File: config.mk
export PLATFORM = sky130hd
export DESIGN_NAME = lcdcd_top
export DESIGN_NICKNAME = d
export VERILOG_FILES = /design/src/logic/lcdcd_pkg.sv /design/src/logic/lcdcd_top.sv
export VERILOG_INCLUDE_DIRS = /design/src /design/src/logic
export SDC_FILE = /design/constraint.sdc
export NUM_CORES = 1
export LEC_CHECK = 0
export BUFFER_PORTS_ARGS = -buffer_cell sky130_fd_sc_hd__buf_2
export CORE_ASPECT_RATIO = 0.5
export CORE_MARGIN = 1
export CORE_UTILIZATION = 46
export CTS_CLUSTER_DIAMETER = 30
export CTS_CLUSTER_SIZE = 12
export DETAILED_ROUTE_END_ITERATION = 10
export GPL_TIMING_DRIVEN = 0
export PLACE_DENSITY = 0.74
export SYNTH_ARGS = -nofsm -noshare
export SYNTH_HDL_FRONTEND = slang
export SYNTH_SLANG_ARGS = --single-unit
File: constraint.sdc
create_clock -name i_clk -period 8 [get_ports i_clk]
set_input_delay 2 -clock i_clk [delete_from_list [all_inputs] [get_ports i_clk]]
set_output_delay 2 -clock i_clk [all_outputs]
set_load 0.02 [all_outputs]
File: src/logic/lcdcd_map.svh
// Functional notes
// - Commands E4/E5 turn n-line inverting drive off/on via bit 0.
// - Command 66 takes a parameter: bit0 gray/binary, bit1 dummy level; reset zero.
// - Dummy period drives segments lit when dummy bit 0, unlit when 1.
// - Command 39 stores gray levels: bits 6-4 for (1,0), bits 2-0 for (0,1).
// - Line count code selects 5 plus 4 times code display lines.
// - Duty is one over line count plus seven.
// - Line count code resets to 10011; codes 14H or above are refused.
// - Start block picks one of 20 four-line groups, mirrored in reverse scan.
// - Start block resets to zero; codes 14H or above are refused.
// - Scan runs from start block, wraps after top line, extra line last.
// - Command E0 enters read-modify-write; reads hold column, writes advance.
// - End command leaves the mode and restores the saved column address.
// - Read-modify-write is inactive after reset.
// - AA/AB stop/start oscillator only as master with internal oscillator; off at reset.
// - Command 5F takes a 4-bit oscillator frequency code; zero at reset.
// - Command 25 takes a parameter with upper five bits zero, low three enables.
// - Power bits: 2 step-up, 1 V3 adjust, 0 drive voltage; all clear at reset.
`ifndef LCDCD_MAP_SVH
`define LCDCD_MAP_SVH
`define LCDCD_CMD_INV_OFF   8'hE4
`define LCDCD_CMD_INV_ON    8'hE5
`define LCDCD_CMD_MODE      8'h66
`define LCDCD_CMD_GRAY      8'h39
`define LCDCD_CMD_LINES     8'h6D
`define LCDCD_CMD_RMW       8'hE0
`define LCDCD_CMD_END       8'hEE
`define LCDCD_CMD_OSC_OFF   8'hAA
`define LCDCD_CMD_OSC_ON    8'hAB
`define LCDCD_CMD_FREQ      8'h5F
`define LCDCD_CMD_POWER     8'h25
`define LCDCD_CMD_COL_SET   8'h13
`define LCDCD_LINE_RST      5'h13
`define LCDCD_LINES_RST     7'h51
`define LCDCD_DUTY_RST      7'h58
`define LCDCD_LINE_LIMIT    5'h14
`define LCDCD_BLOCK_RST     5'h00
`define LCDCD_BLOCK_TOP     5'h13
`define LCDCD_LINES_BASE    7'h05
`define LCDCD_DUTY_ADD      7'h07
`define LCDCD_GRAY_RST      7'h00
`define LCDCD_POWER_MASK    8'hF8
`define LCDCD_COM_TOP       7'h4F
`define LCDCD_COM_LAST      7'h50
`endif

File: src/logic/lcdcd_pkg.sv
package lcdcd_pkg;
    // Parameter collection state after a command byte.
    typedef enum logic [2:0] {
        LCDCD_IDLE   = 3'b000,
        LCDCD_P_MODE = 3'b001,
        LCDCD_P_GRAY = 3'b011,
        LCDCD_P_LINE = 3'b010,
        LCDCD_P_BLK  = 3'b110,
        LCDCD_P_FREQ = 3'b111,
        LCDCD_P_PWR  = 3'b101
    } lcdcd_state_t;

    // One host bus write.
    typedef struct packed {
        logic       strobe;
        logic       is_data;
        logic [7:0] value;
    } lcdcd_host_wr_t;

    // Display configuration held by the decoder.
    typedef struct packed {
        logic       inv_on;
        logic       binary_mode;
        logic       dummy_unlit;
        logic [2:0] gray_one_zero;
        logic [2:0] gray_zero_one;
        logic [4:0] line_code;
        logic [4:0] start_block;
        logic       osc_on;
        logic [3:0] osc_freq;
        logic [2:0] power_en;
    } lcdcd_cfg_t;

    // Display data access events from the RAM port.
    typedef struct packed {
        logic       rd;
        logic       wr;
    } lcdcd_ram_acc_t;
endpackage : lcdcd_pkg

File: src/logic/lcdcd_top.sv
`timescale 1ns/100ps
`include "lcdcd_map.svh"
module lcdcd_top
(
    input  wire logic                     i_clk,
    input  wire logic                     i_srst,
    input  wire lcdcd_pkg::lcdcd_host_wr_t i_host,
    input  wire lcdcd_pkg::lcdcd_ram_acc_t i_ram,
    input  wire logic                     i_master_strap,
    input  wire logic                     i_internal_osc_select_strap,
    input  wire logic                     i_scan_reverse,
    input  wire logic                     i_dummy_period,
    input  wire logic                     i_line_step,
    input  wire logic                     i_col_load,
    input  wire logic [7:0]               i_col_value,
    output lcdcd_pkg::lcdcd_cfg_t         o_cfg,
    output logic [6:0]                    o_display_lines,
    output logic [6:0]                    o_duty_div,
    output logic                          o_rmw_active,
    output logic [7:0]                    o_col_addr,
    output logic                          o_segment_force_unlit,
    output logic [6:0]                    o_common_line,
    output logic                          o_extra_common_line
);
    import lcdcd_pkg::*;

    // Command decoder state.
    lcdcd_state_t state;
    lcdcd_state_t next_state;
    lcdcd_cfg_t   next_cfg;
    logic         next_rmw;

    // Column save and column next value.
    logic [7:0]   col_save;
    logic [7:0]   next_col_save;
    logic [7:0]   next_col;

    // Derived display figures.
    logic [6:0]   next_lines;
    logic [6:0]   next_duty;
    logic         next_seg_unlit;

    // Common line scan position.
    logic [6:0]   line_pos;
    logic [6:0]   next_line_pos;
    logic [6:0]   next_common;
    logic         next_extra;

    // Translates a position in the frame into a physical common line.
    function automatic logic [6:0] lcdcd_com_of(input logic [4:0] blk,
                                                 input logic       rev,
                                                 input logic [6:0] pos);
        logic [6:0] base;
        logic [6:0] idx;
        base = {blk, 2'b00};
        idx  = base + pos;
        if (idx > `LCDCD_COM_TOP)
        begin
            idx = idx - `LCDCD_COM_LAST;
        end
        if (rev)
        begin
            lcdcd_com_of = `LCDCD_COM_TOP - idx;
        end
        else
        begin
            lcdcd_com_of = idx;
        end
    endfunction : lcdcd_com_of

    // True for a command byte on the host bus.
    function automatic logic lcdcd_is_cmd(input lcdcd_host_wr_t h);
        lcdcd_is_cmd = h.strobe && !h.is_data;
    endfunction : lcdcd_is_cmd

    // True for a parameter byte on the host bus.
    function automatic logic lcdcd_is_par(input lcdcd_host_wr_t h);
        lcdcd_is_par = h.strobe && h.is_data;
    endfunction : lcdcd_is_par

    // Line count and start block codes at or above the limit are refused.
    function automatic logic lcdcd_code_ok(input logic [4:0] code);
        lcdcd_code_ok = (code < `LCDCD_LINE_LIMIT);
    endfunction : lcdcd_code_ok

    // Command and parameter decoding.
    always_comb
    begin
        next_state = state;
        next_cfg   = o_cfg;
        next_rmw   = o_rmw_active;
        next_col_save = col_save;

        // A command byte ends any pending parameter collection.
        if (lcdcd_is_cmd(i_host))
        begin
            next_state = LCDCD_IDLE;
            case (i_host.value)
                `LCDCD_CMD_INV_OFF,
                `LCDCD_CMD_INV_ON:
                begin
                    next_cfg.inv_on = i_host.value[0];
                end
                `LCDCD_CMD_MODE:
                begin
                    next_state = LCDCD_P_MODE;
                end
                `LCDCD_CMD_GRAY:
                begin
                    next_state = LCDCD_P_GRAY;
                end
                `LCDCD_CMD_LINES:
                begin
                    next_state = LCDCD_P_LINE;
                end
                `LCDCD_CMD_FREQ:
                begin
                    next_state = LCDCD_P_FREQ;
                end
                `LCDCD_CMD_POWER:
                begin
                    next_state = LCDCD_P_PWR;
                end
                `LCDCD_CMD_RMW:
                begin
                    next_rmw      = 1'b1;
                    next_col_save = o_col_addr;
                end
                `LCDCD_CMD_END:
                begin
                    next_rmw = 1'b0;
                end
                `LCDCD_CMD_OSC_OFF,
                `LCDCD_CMD_OSC_ON:
                begin
                    if (i_master_strap && i_internal_osc_select_strap)
                    begin
                        next_cfg.osc_on = i_host.value[0];
                    end
                end
                default:
                begin
                    next_state = LCDCD_IDLE;
                end
            endcase
        end
        // A parameter byte lands in the setting that the last command opened.
        else if (lcdcd_is_par(i_host))
        begin
            next_state = LCDCD_IDLE;
            case (state)
                LCDCD_P_MODE:
                begin
                    next_cfg.binary_mode = i_host.value[0];
                    next_cfg.dummy_unlit = i_host.value[1];
                end
                LCDCD_P_GRAY:
                begin
                    next_cfg.gray_one_zero = i_host.value[6:4];
                    next_cfg.gray_zero_one = i_host.value[2:0];
                end
                LCDCD_P_LINE:
                begin
                    if (lcdcd_code_ok(i_host.value[4:0]))
                    begin
                        next_cfg.line_code = i_host.value[4:0];
                    end
                    next_state = LCDCD_P_BLK;
                end
                LCDCD_P_BLK:
                begin
                    if (lcdcd_code_ok(i_host.value[4:0]))
                    begin
                        next_cfg.start_block = i_host.value[4:0];
                    end
                end
                LCDCD_P_FREQ:
                begin
                    next_cfg.osc_freq = i_host.value[3:0];
                end
                LCDCD_P_PWR:
                begin
                    if ((i_host.value & `LCDCD_POWER_MASK) == 8'h00)
                    begin
                        next_cfg.power_en = i_host.value[2:0];
                    end
                end
                default:
                begin
                    next_state = LCDCD_IDLE;
                end
            endcase
        end
    end

    // Decoder state registers.
    always_ff @(posedge i_clk)
    begin
        if (i_srst)
        begin
            state        <= LCDCD_IDLE;
            o_cfg        <= '{inv_on:        1'b0,
                              binary_mode:   1'b0,
                              dummy_unlit:   1'b0,
                              gray_one_zero: 3'h0,
                              gray_zero_one: 3'h0,
                              line_code:     `LCDCD_LINE_RST,
                              start_block:   `LCDCD_BLOCK_RST,
                              osc_on:        1'b0,
                              osc_freq:      4'h0,
                              power_en:      3'h0};
            o_rmw_active <= 1'b0;
            col_save     <= 8'h00;
        end
        else
        begin
            state        <= next_state;
            o_cfg        <= next_cfg;
            o_rmw_active <= next_rmw;
            col_save     <= next_col_save;
        end
    end

    // Column address tracking and derived display figures.
    always_comb
    begin
        next_col = o_col_addr;
        // The end command restores the column saved on entry to the mode.
        if (lcdcd_is_cmd(i_host) && i_host.value == `LCDCD_CMD_END && o_rmw_active)
        begin
            next_col = col_save;
        end
        else if (i_col_load)
        begin
            next_col = i_col_value;
        end
        else if (i_ram.wr || (i_ram.rd && !o_rmw_active))
        begin
            next_col = o_col_addr + 8'h01;
        end
        // Derived figures follow the registered configuration.
        next_lines     = `LCDCD_LINES_BASE + {o_cfg.line_code, 2'b00};
        next_duty      = next_lines + `LCDCD_DUTY_ADD;
        next_seg_unlit = i_dummy_period && o_cfg.dummy_unlit;
    end

    // Column and derived output registers.
    always_ff @(posedge i_clk)
    begin
        if (i_srst)
        begin
            o_col_addr            <= 8'h00;
            o_display_lines       <= `LCDCD_LINES_RST;
            o_duty_div            <= `LCDCD_DUTY_RST;
            o_segment_force_unlit <= 1'b0;
        end
        else
        begin
            o_col_addr            <= next_col;
            o_display_lines       <= next_lines;
            o_duty_div            <= next_duty;
            o_segment_force_unlit <= next_seg_unlit;
        end
    end

    // Common line scan across the frame, extra common line last.
    always_comb
    begin
        next_line_pos = line_pos;
        next_extra    = o_extra_common_line;
        next_common   = o_common_line;

        // The frame position wraps after its last line, the extra common line.
        if (i_line_step)
        begin
            if (line_pos + 7'h01 >= o_display_lines)
            begin
                next_line_pos = 7'h00;
            end
            else
            begin
                next_line_pos = line_pos + 7'h01;
            end
        end
        // The extra common line is the last position of every frame.
        next_extra  = (next_line_pos == o_display_lines - 7'h01);
        next_common = lcdcd_com_of(o_cfg.start_block, i_scan_reverse, next_line_pos);
    end

    // Scan registers.
    always_ff @(posedge i_clk)
    begin
        if (i_srst)
        begin
            line_pos            <= 7'h00;
            o_common_line       <= 7'h00;
            o_extra_common_line <= 1'b0;
        end
        else
        begin
            line_pos            <= next_line_pos;
            o_common_line       <= next_common;
            o_extra_common_line <= next_extra;
        end
    end
endmodule : lcdcd_top

# [After elaboration in Yosys (flattened, before gate mapping)]
# Index checks and enable logic that the tools add are counted.
[classes] n_addsub=8 mul=0 div=0 n_lt_le_gt_ge=3 n_eq_ne=18 shift=0 n_mux=12 bitwise=1 reduce_logical=26
[op_table] cell="$eq 8x8->1 const B" n=6
[op_table] cell="$mux 7" n=4
[op_table] cell="$eq 8x7->1 const B" n=3
[op_table] cell="$mux 8" n=3
[op_table] cell="$eq 8x6->1 const B" n=2
[op_table] cell="$pmux 3 s5" n=1
[op_table] cell="$reduce_and 3->1" n=4
[op_table] cell="$reduce_and 4->1" n=3
[op_table] cell="$eq 3x3->1 const B" n=3
[op_table] cell="$mux 3" n=3
[op_table] cell="$add 8x1->8 const B" n=1
[op_table] cell="$logic_not 8->1" n=1
[op_table] cell="$add 3x7->7 const A" n=1
[op_table] cell="$add 7x1->7 const B" n=1
[op_table] cell="$add 7x3->7 const B" n=1
[op_table] cell="$add 7x7->7" n=1
[op_table] cell="$eq 7x7->1" n=1
[op_table] cell="$ge 7x7->1" n=1
[op_table] cell="$gt 7x7->1 const B" n=1
[op_table] cell="$logic_and 1x1->1" n=7
[op_table] cell="$sub 7x1->7 const B" n=1
[op_table] cell="$sub 7x7->7 const A" n=1
[op_table] cell="$sub 7x7->7 const B" n=1
[op_table] cell="$eq 3x2->1 const B" n=2
[op_table] cell="10 further kinds" n=15
[word_totals] regBits=77 latch_bits=0 ramBits=0 rom_bits=0 in_bits=28 out_inout_bits=59 word_cells=88 n_memories=0

# [Longest topological paths before layout]
[depth] word_depth=9 depth_mapped=21 ltp_nobuf=21

# [Least setup slack after synthesis]
# No wires, ideal clock.
[synth_timing] kind="input to register" startpoint="input port i_line_step" endpoint="register o_common_line[6]" setup_ps=121 arrival_ps=4811 t_required_ps=7879 path_slack_ps=3067 cell_stages=14 n_path_buf=0 path_cell_list="and2b_1 -> o21ai_2 -> o32ai_1 -> inv_1 -> fa_1 -> xor2_1 -> ha_1 -> nor4_1 -> o211ai_1 -> xnor2_1 -> ha_1 -> nand2_1 -> nor2_1 -> mux2_4"
[synth_between] elab_chain_len=6 elab_cells_between_ends=7 cone_classes="add/sub: 3; order compare: 1; mux: 3"
[synth_rtl] item="start, declared" line_no="lcdcd_top.sv:13" text="input wire logic i_line_step,"
[synth_rtl] item="$mux 7 *" line_no="lcdcd_top.sv:274" text="if (i_line_step)"
[synth_rtl] item="via next_line_pos[3]" line_no="lcdcd_top.sv:45" text="logic [6:0] next_line_pos;"
[synth_rtl] item="$add 7x7->7 *" line_no="lcdcd_top.sv:56" text="idx = base + pos;"
[synth_rtl] item="$sub 7x7->7 (no source line) / $gt 7x7->1 (equally long branches)"
[synth_rtl] item="$mux 7 *" line_no="lcdcd_top.sv:57" text="if (idx > `LCDCD_COM_TOP)"
[synth_rtl] item="$sub 7x7->7 (no source line)"
[synth_rtl] item="$mux 7 *" line_no="lcdcd_top.sv:61" text="if (rev)"
[synth_rtl] item="end signal, assigned" line_no="lcdcd_top.sv:302" text="o_common_line <= next_common;"
[synth_rtl] item="end, declared" line_no="lcdcd_top.sv:22" text="output logic [6:0] o_common_line,"
# The timed path passes the listed nets; every way through them passes the cells marked *.
# A chain may end at the register's enable or synchronous reset.

# [Final worst setup path]
# Same ends and word-level chain as after synthesis.

==> metrics list <==
- The tool flagged a number of max-cap violations equal to 0.
- 87 I/O pins were placed.
* Cell repeated most along the worst path: sky130_fd_sc_hd__ha_1
- Setup slack on the critical path of the routed design comes to 2700 ps.
- Setup crit end kind: flop
* Tightest Pin Transition: 709 ps
- The slowest stage of the critical path is the sky130_fd_sc_hd__fa_1 cell.
- Die area: 0.00880 mm^2
- In this run the worst hold path is classified as flop to flop.
- STA classifies the critical path startpoint as an input pin.
- The core region is 0.00809 mm^2.
* Syn Area/Cell: 8.73 um^2
- Net count reported at finish: 583
- In this run, synthesis inferred 0 flip-flops with an integrated enable.
- Post-layout minimum cycle time: 5300 ps
- The clock network burns 49.1% of the power.
- Total Routing Usage GR: 22.3%
* Final setup skew: 5.10 ps
- The number of different library cells used by synthesis comes to 65.
- In the finished design, the share of the clock period the worst path needs comes to 66.2%.
* Number of antenna violations at the first check in global routing: 0
- Clock tree synthesis found a total of 72 sinks.
- Mean number of vias per cell: 5.27
- Combinational group share of total power: 8.0%
- The first global-routing pass estimated 15000 um of wire.
* Total number of H-tree levels: 3
* Number of failing hold endpoints at the final stage: 0
* Number of synthesized register bits: 72
- In this run the worst path has a maximum fanout of 7.
- In this run the power density over the cells is 183 mW/mm^2.
- CP Cell Sequence: buf_2 > and2b_1 > o21ai_2 > o2bb2ai_1 > ha_1 > inv_1 > fa_1 > xor2_1 > ha_1 > nor4_1 > o211ai_1 > xnor2_1 > ha_1 > nand2_1 > nor2_1 > mux2_4
- Across the VDD grid, the largest voltage drop is 0.108 mV.
- Total placed cells including tap cells: 637
- N_diodes: 0
* Initial core utilization: 47.8%
- The final route contains 3441 vias.
- Clock latency of the later-clocked register in the worst-skew pair: 340 ps
- The number of gates resized after CTS was 0.
* Routed wire length: 9420 um
* Chip width: 132 um
- In this run the static leakage power is 2.18 nW.
- Synthesized cell area: 0.00387 mm^2
- Based on the critical path, the design can be clocked at up to 189 MHz.
- CTS placed an instance of sky130_fd_sc_hd__clkbuf_16 at the clock tree root.
- Post-route non-filler standard cell count: 653
- Post-CTS setup repair buffer count: 0
- Global placer's final weighted congestion: 0.894
- TritonCTS created 9 clock buffers.
- Clock Pin Slew Worst Setup and Hold Paths: 50 ps
- During synthesis, Yosys emitted a total of 0 warnings.
* Result of the run: completed
* Endpoint required time on the critical path: 8220 ps
- Fraction of registers with async set or reset after synthesis: 0%
* Clk buf depth: 2
- Int Power: 0.672 mW
- TritonCTS clock tree: yes
- By startpoint and endpoint, the worst setup path is classified as input pin to flop.
- The analysis attributes to net switching a power of 0.194 mW.
- Remaining global-route overflow: 0
- Number of buffers added to fix hold violations after cts: 0
* Count of buffers from port buffering: 80
- Signed area change from the synthesized netlist to the final layout: 22.3%
* Worst setup timing slack at the placement stage: 2500 ps
- For this run, the slowest stage of the critical path takes 460 ps.
- Arrival time of data at the critical path endpoint: 5520 ps
* Total non-filler cell area in the finished layout: 0.00473 mm^2
- Remaining design rule violation count: 0
- Synthesis produced a netlist whose cell count is 443.
- The max-slew violation count is 0.
* Count of final setup violators: 0
* Cell Rows: 23
- Vertical extent of the die: 66.8 um
* Switching Fraction: 22.4%
- Drt first pass iters: 5
- Post-detailed-route wirelength per cell: 14.4 um
- Headroom to the max-slew limit came out at 52.5%.
* Post-synthesis sequential area ratio: 37.3%
- For this block, the initial DRC count from the detailed router was 229.
- Summing all placed instances gives a cell area of 0.00441 mm^2.
- Largest net degree at the start of global routing: 12
- Summed over all nets, the half-perimeter wirelength after detailed placement is 6860 um.
- Vias in the first global route: 3081
- The detail route stage leaves a number of antenna-violating nets equal to 0.
- RSZ-0062 raised after global routing: no
- Of the cells placed in the final design, the portion with a size suffix greater than 1 is 22.2%.
- Main flop type after synthesis: sky130_fd_sc_hd__dfxtp_1
- Summed over all failing endpoints, the final setup total negative slack is 0 ps.
* Share of power burned in registers: 42.9%
metal layers:
layer / track usage (%) / share of wire, % / vias up
li1: - / - / 1712
met1: 28.0 / 48 / 1616
met2: 36.4 / 45 / 104
met3: 7.46 / 5.7 / 9
met4: 6.98 / 1.0 / 0
met5: 0 / 0 / -
worst paths after layout:
kind | from | slack (ps) | depth (start not counted) | endpoint
min reg2reg | o_cfg[24]$_SDFFE_PP0P_ | 450 | 2 | o_segment_force_unlit$_SDFF_PP0_
max reg2reg | line_pos[0]$_SDFF_PP0_ | 3010 | 20 | o_common_line[6]$_SDFF_PP0_
max | i_line_step | 2700 | 16 | o_common_line[6]$_SDFF_PP0_
min | o_cfg[24]$_SDFFE_PP0P_ | 450 | 2 | o_segment_force_unlit$_SDFF_PP0_
kinds of logic after synthesis:
logic type	Yosys count	share of synthesized area [%]
AND/OR/NAND/NOR	166	22.1
AO/OA/AOI/OAI	75	13.6
flip-flops	72	37.3
buffers and inverters	47	5.08
multiplexers	35	9.22
XOR/XNOR	27	6.12
adder cells (fa/ha/maj)	19	6.34
other	2	0.194
stage by stage:
step	power [mW]	hold WS (ps)	utilization [%]
after floorplan	0.422	454	-
after global placement	0.447	443	54.6
after global routing	0.899	493	58.5
after CTS	0.875	460	58.5
after detailed placement	0.448	455	54.6
final	0.866	450	58.5
state kept, by name, summed over array words and instances (netlist names):
signal,count
o_common_line,7
state,3
o_duty_div,4
o_cfg,27
o_segment_force_unlit,1
o_extra_common_line,1
col_save,8
o_col_addr,8
line_pos,7
o_rmw_active,1
o_display_lines,5
Yosys cell counts (all sizes together) (3+ instances only):
cell type  instances  share of area, %
dfxtp             72                37
nor2              63               6.1
mux2i             33               8.5
o21ai             26               3.5
nand2             25               2.4
inv               24               2.3
ha                18               5.8
clkbuf            15               1.5
nand3             15               1.9
xor2              14               3.2
xnor2             13               2.9
a21oi             11               1.4
nor2b             11               1.8
nand2b             9               1.5
buf                8               1.3
nor3               6              0.91
a211oi             5               1.1
or3                5              0.81
and2               4              0.65
and3               4              0.65
nor4b              4               1.5
or2                4              0.65
a31oi              3              0.49
and2b              3              0.65
nand3b             3              0.58
nand4              3              0.49
nor4               3              0.49
o211ai             3              0.71
power by group through the flow:
stage	Sequential (mW)	Combinational, mW	Clock [mW]
floorplan	0.384	0.0383	0
global placement	0.379	0.0683	0
detailed placement	0.379	0.0690	0
CTS	0.371	0.0696	0.435
global route	0.372	0.0767	0.451
finish	0.371	0.0697	0.425
final cells by class:
| class | instances | area (um^2) |
|---|---|---|
| Inverter | 24 | 90.1 |
| Clock buffer | 13 | 250 |
| Tap cell | 112 | 140 |
| Clock inverter | 3 | 65.1 |
| Fill cell | 777 | 3360 |
| Multi-Input combinational cell | 326 | 2240 |
| Buffer | 23 | 106 |
| Timing Repair Buffer | 80 | 400 |
| Sequential cell | 72 | 1440 |
cells in the final DEF (no fill, tap or decap), types with 5 or more instances in the layout:
cell,netlist,routed
sky130_fd_sc_hd__mux2i_1,33,33
sky130_fd_sc_hd__nand2_1,25,25
sky130_fd_sc_hd__buf_2,1,81
sky130_fd_sc_hd__dfxtp_1,72,72
sky130_fd_sc_hd__nand2b_1,9,9
sky130_fd_sc_hd__nand3_1,15,15
sky130_fd_sc_hd__or3_1,5,5
sky130_fd_sc_hd__ha_1,18,18
sky130_fd_sc_hd__nor2b_1,11,11
sky130_fd_sc_hd__nor2_1,63,63
sky130_fd_sc_hd__xnor2_1,13,13
sky130_fd_sc_hd__inv_1,24,24
sky130_fd_sc_hd__nor3_1,5,5
sky130_fd_sc_hd__o21ai_0,25,25
sky130_fd_sc_hd__a21oi_1,11,11
sky130_fd_sc_hd__clkbuf_16,0,9
sky130_fd_sc_hd__xor2_1,14,14
sky130_fd_sc_hd__buf_4,5,5
sky130_fd_sc_hd__clkbuf_1,15,18
worst max-delay path, delay by kind of cell:
kind                       cells  cell delay (ps)
adders and majority gates      4             1220
and+or+nand+nor                4              690
AOI/OAI and AO/OA              3              670
xor gates and xnor gates       2              430
muxes                          1              280
buffers and inverters          2              230
No activity file was read; power rests on OpenSTA's default activity.
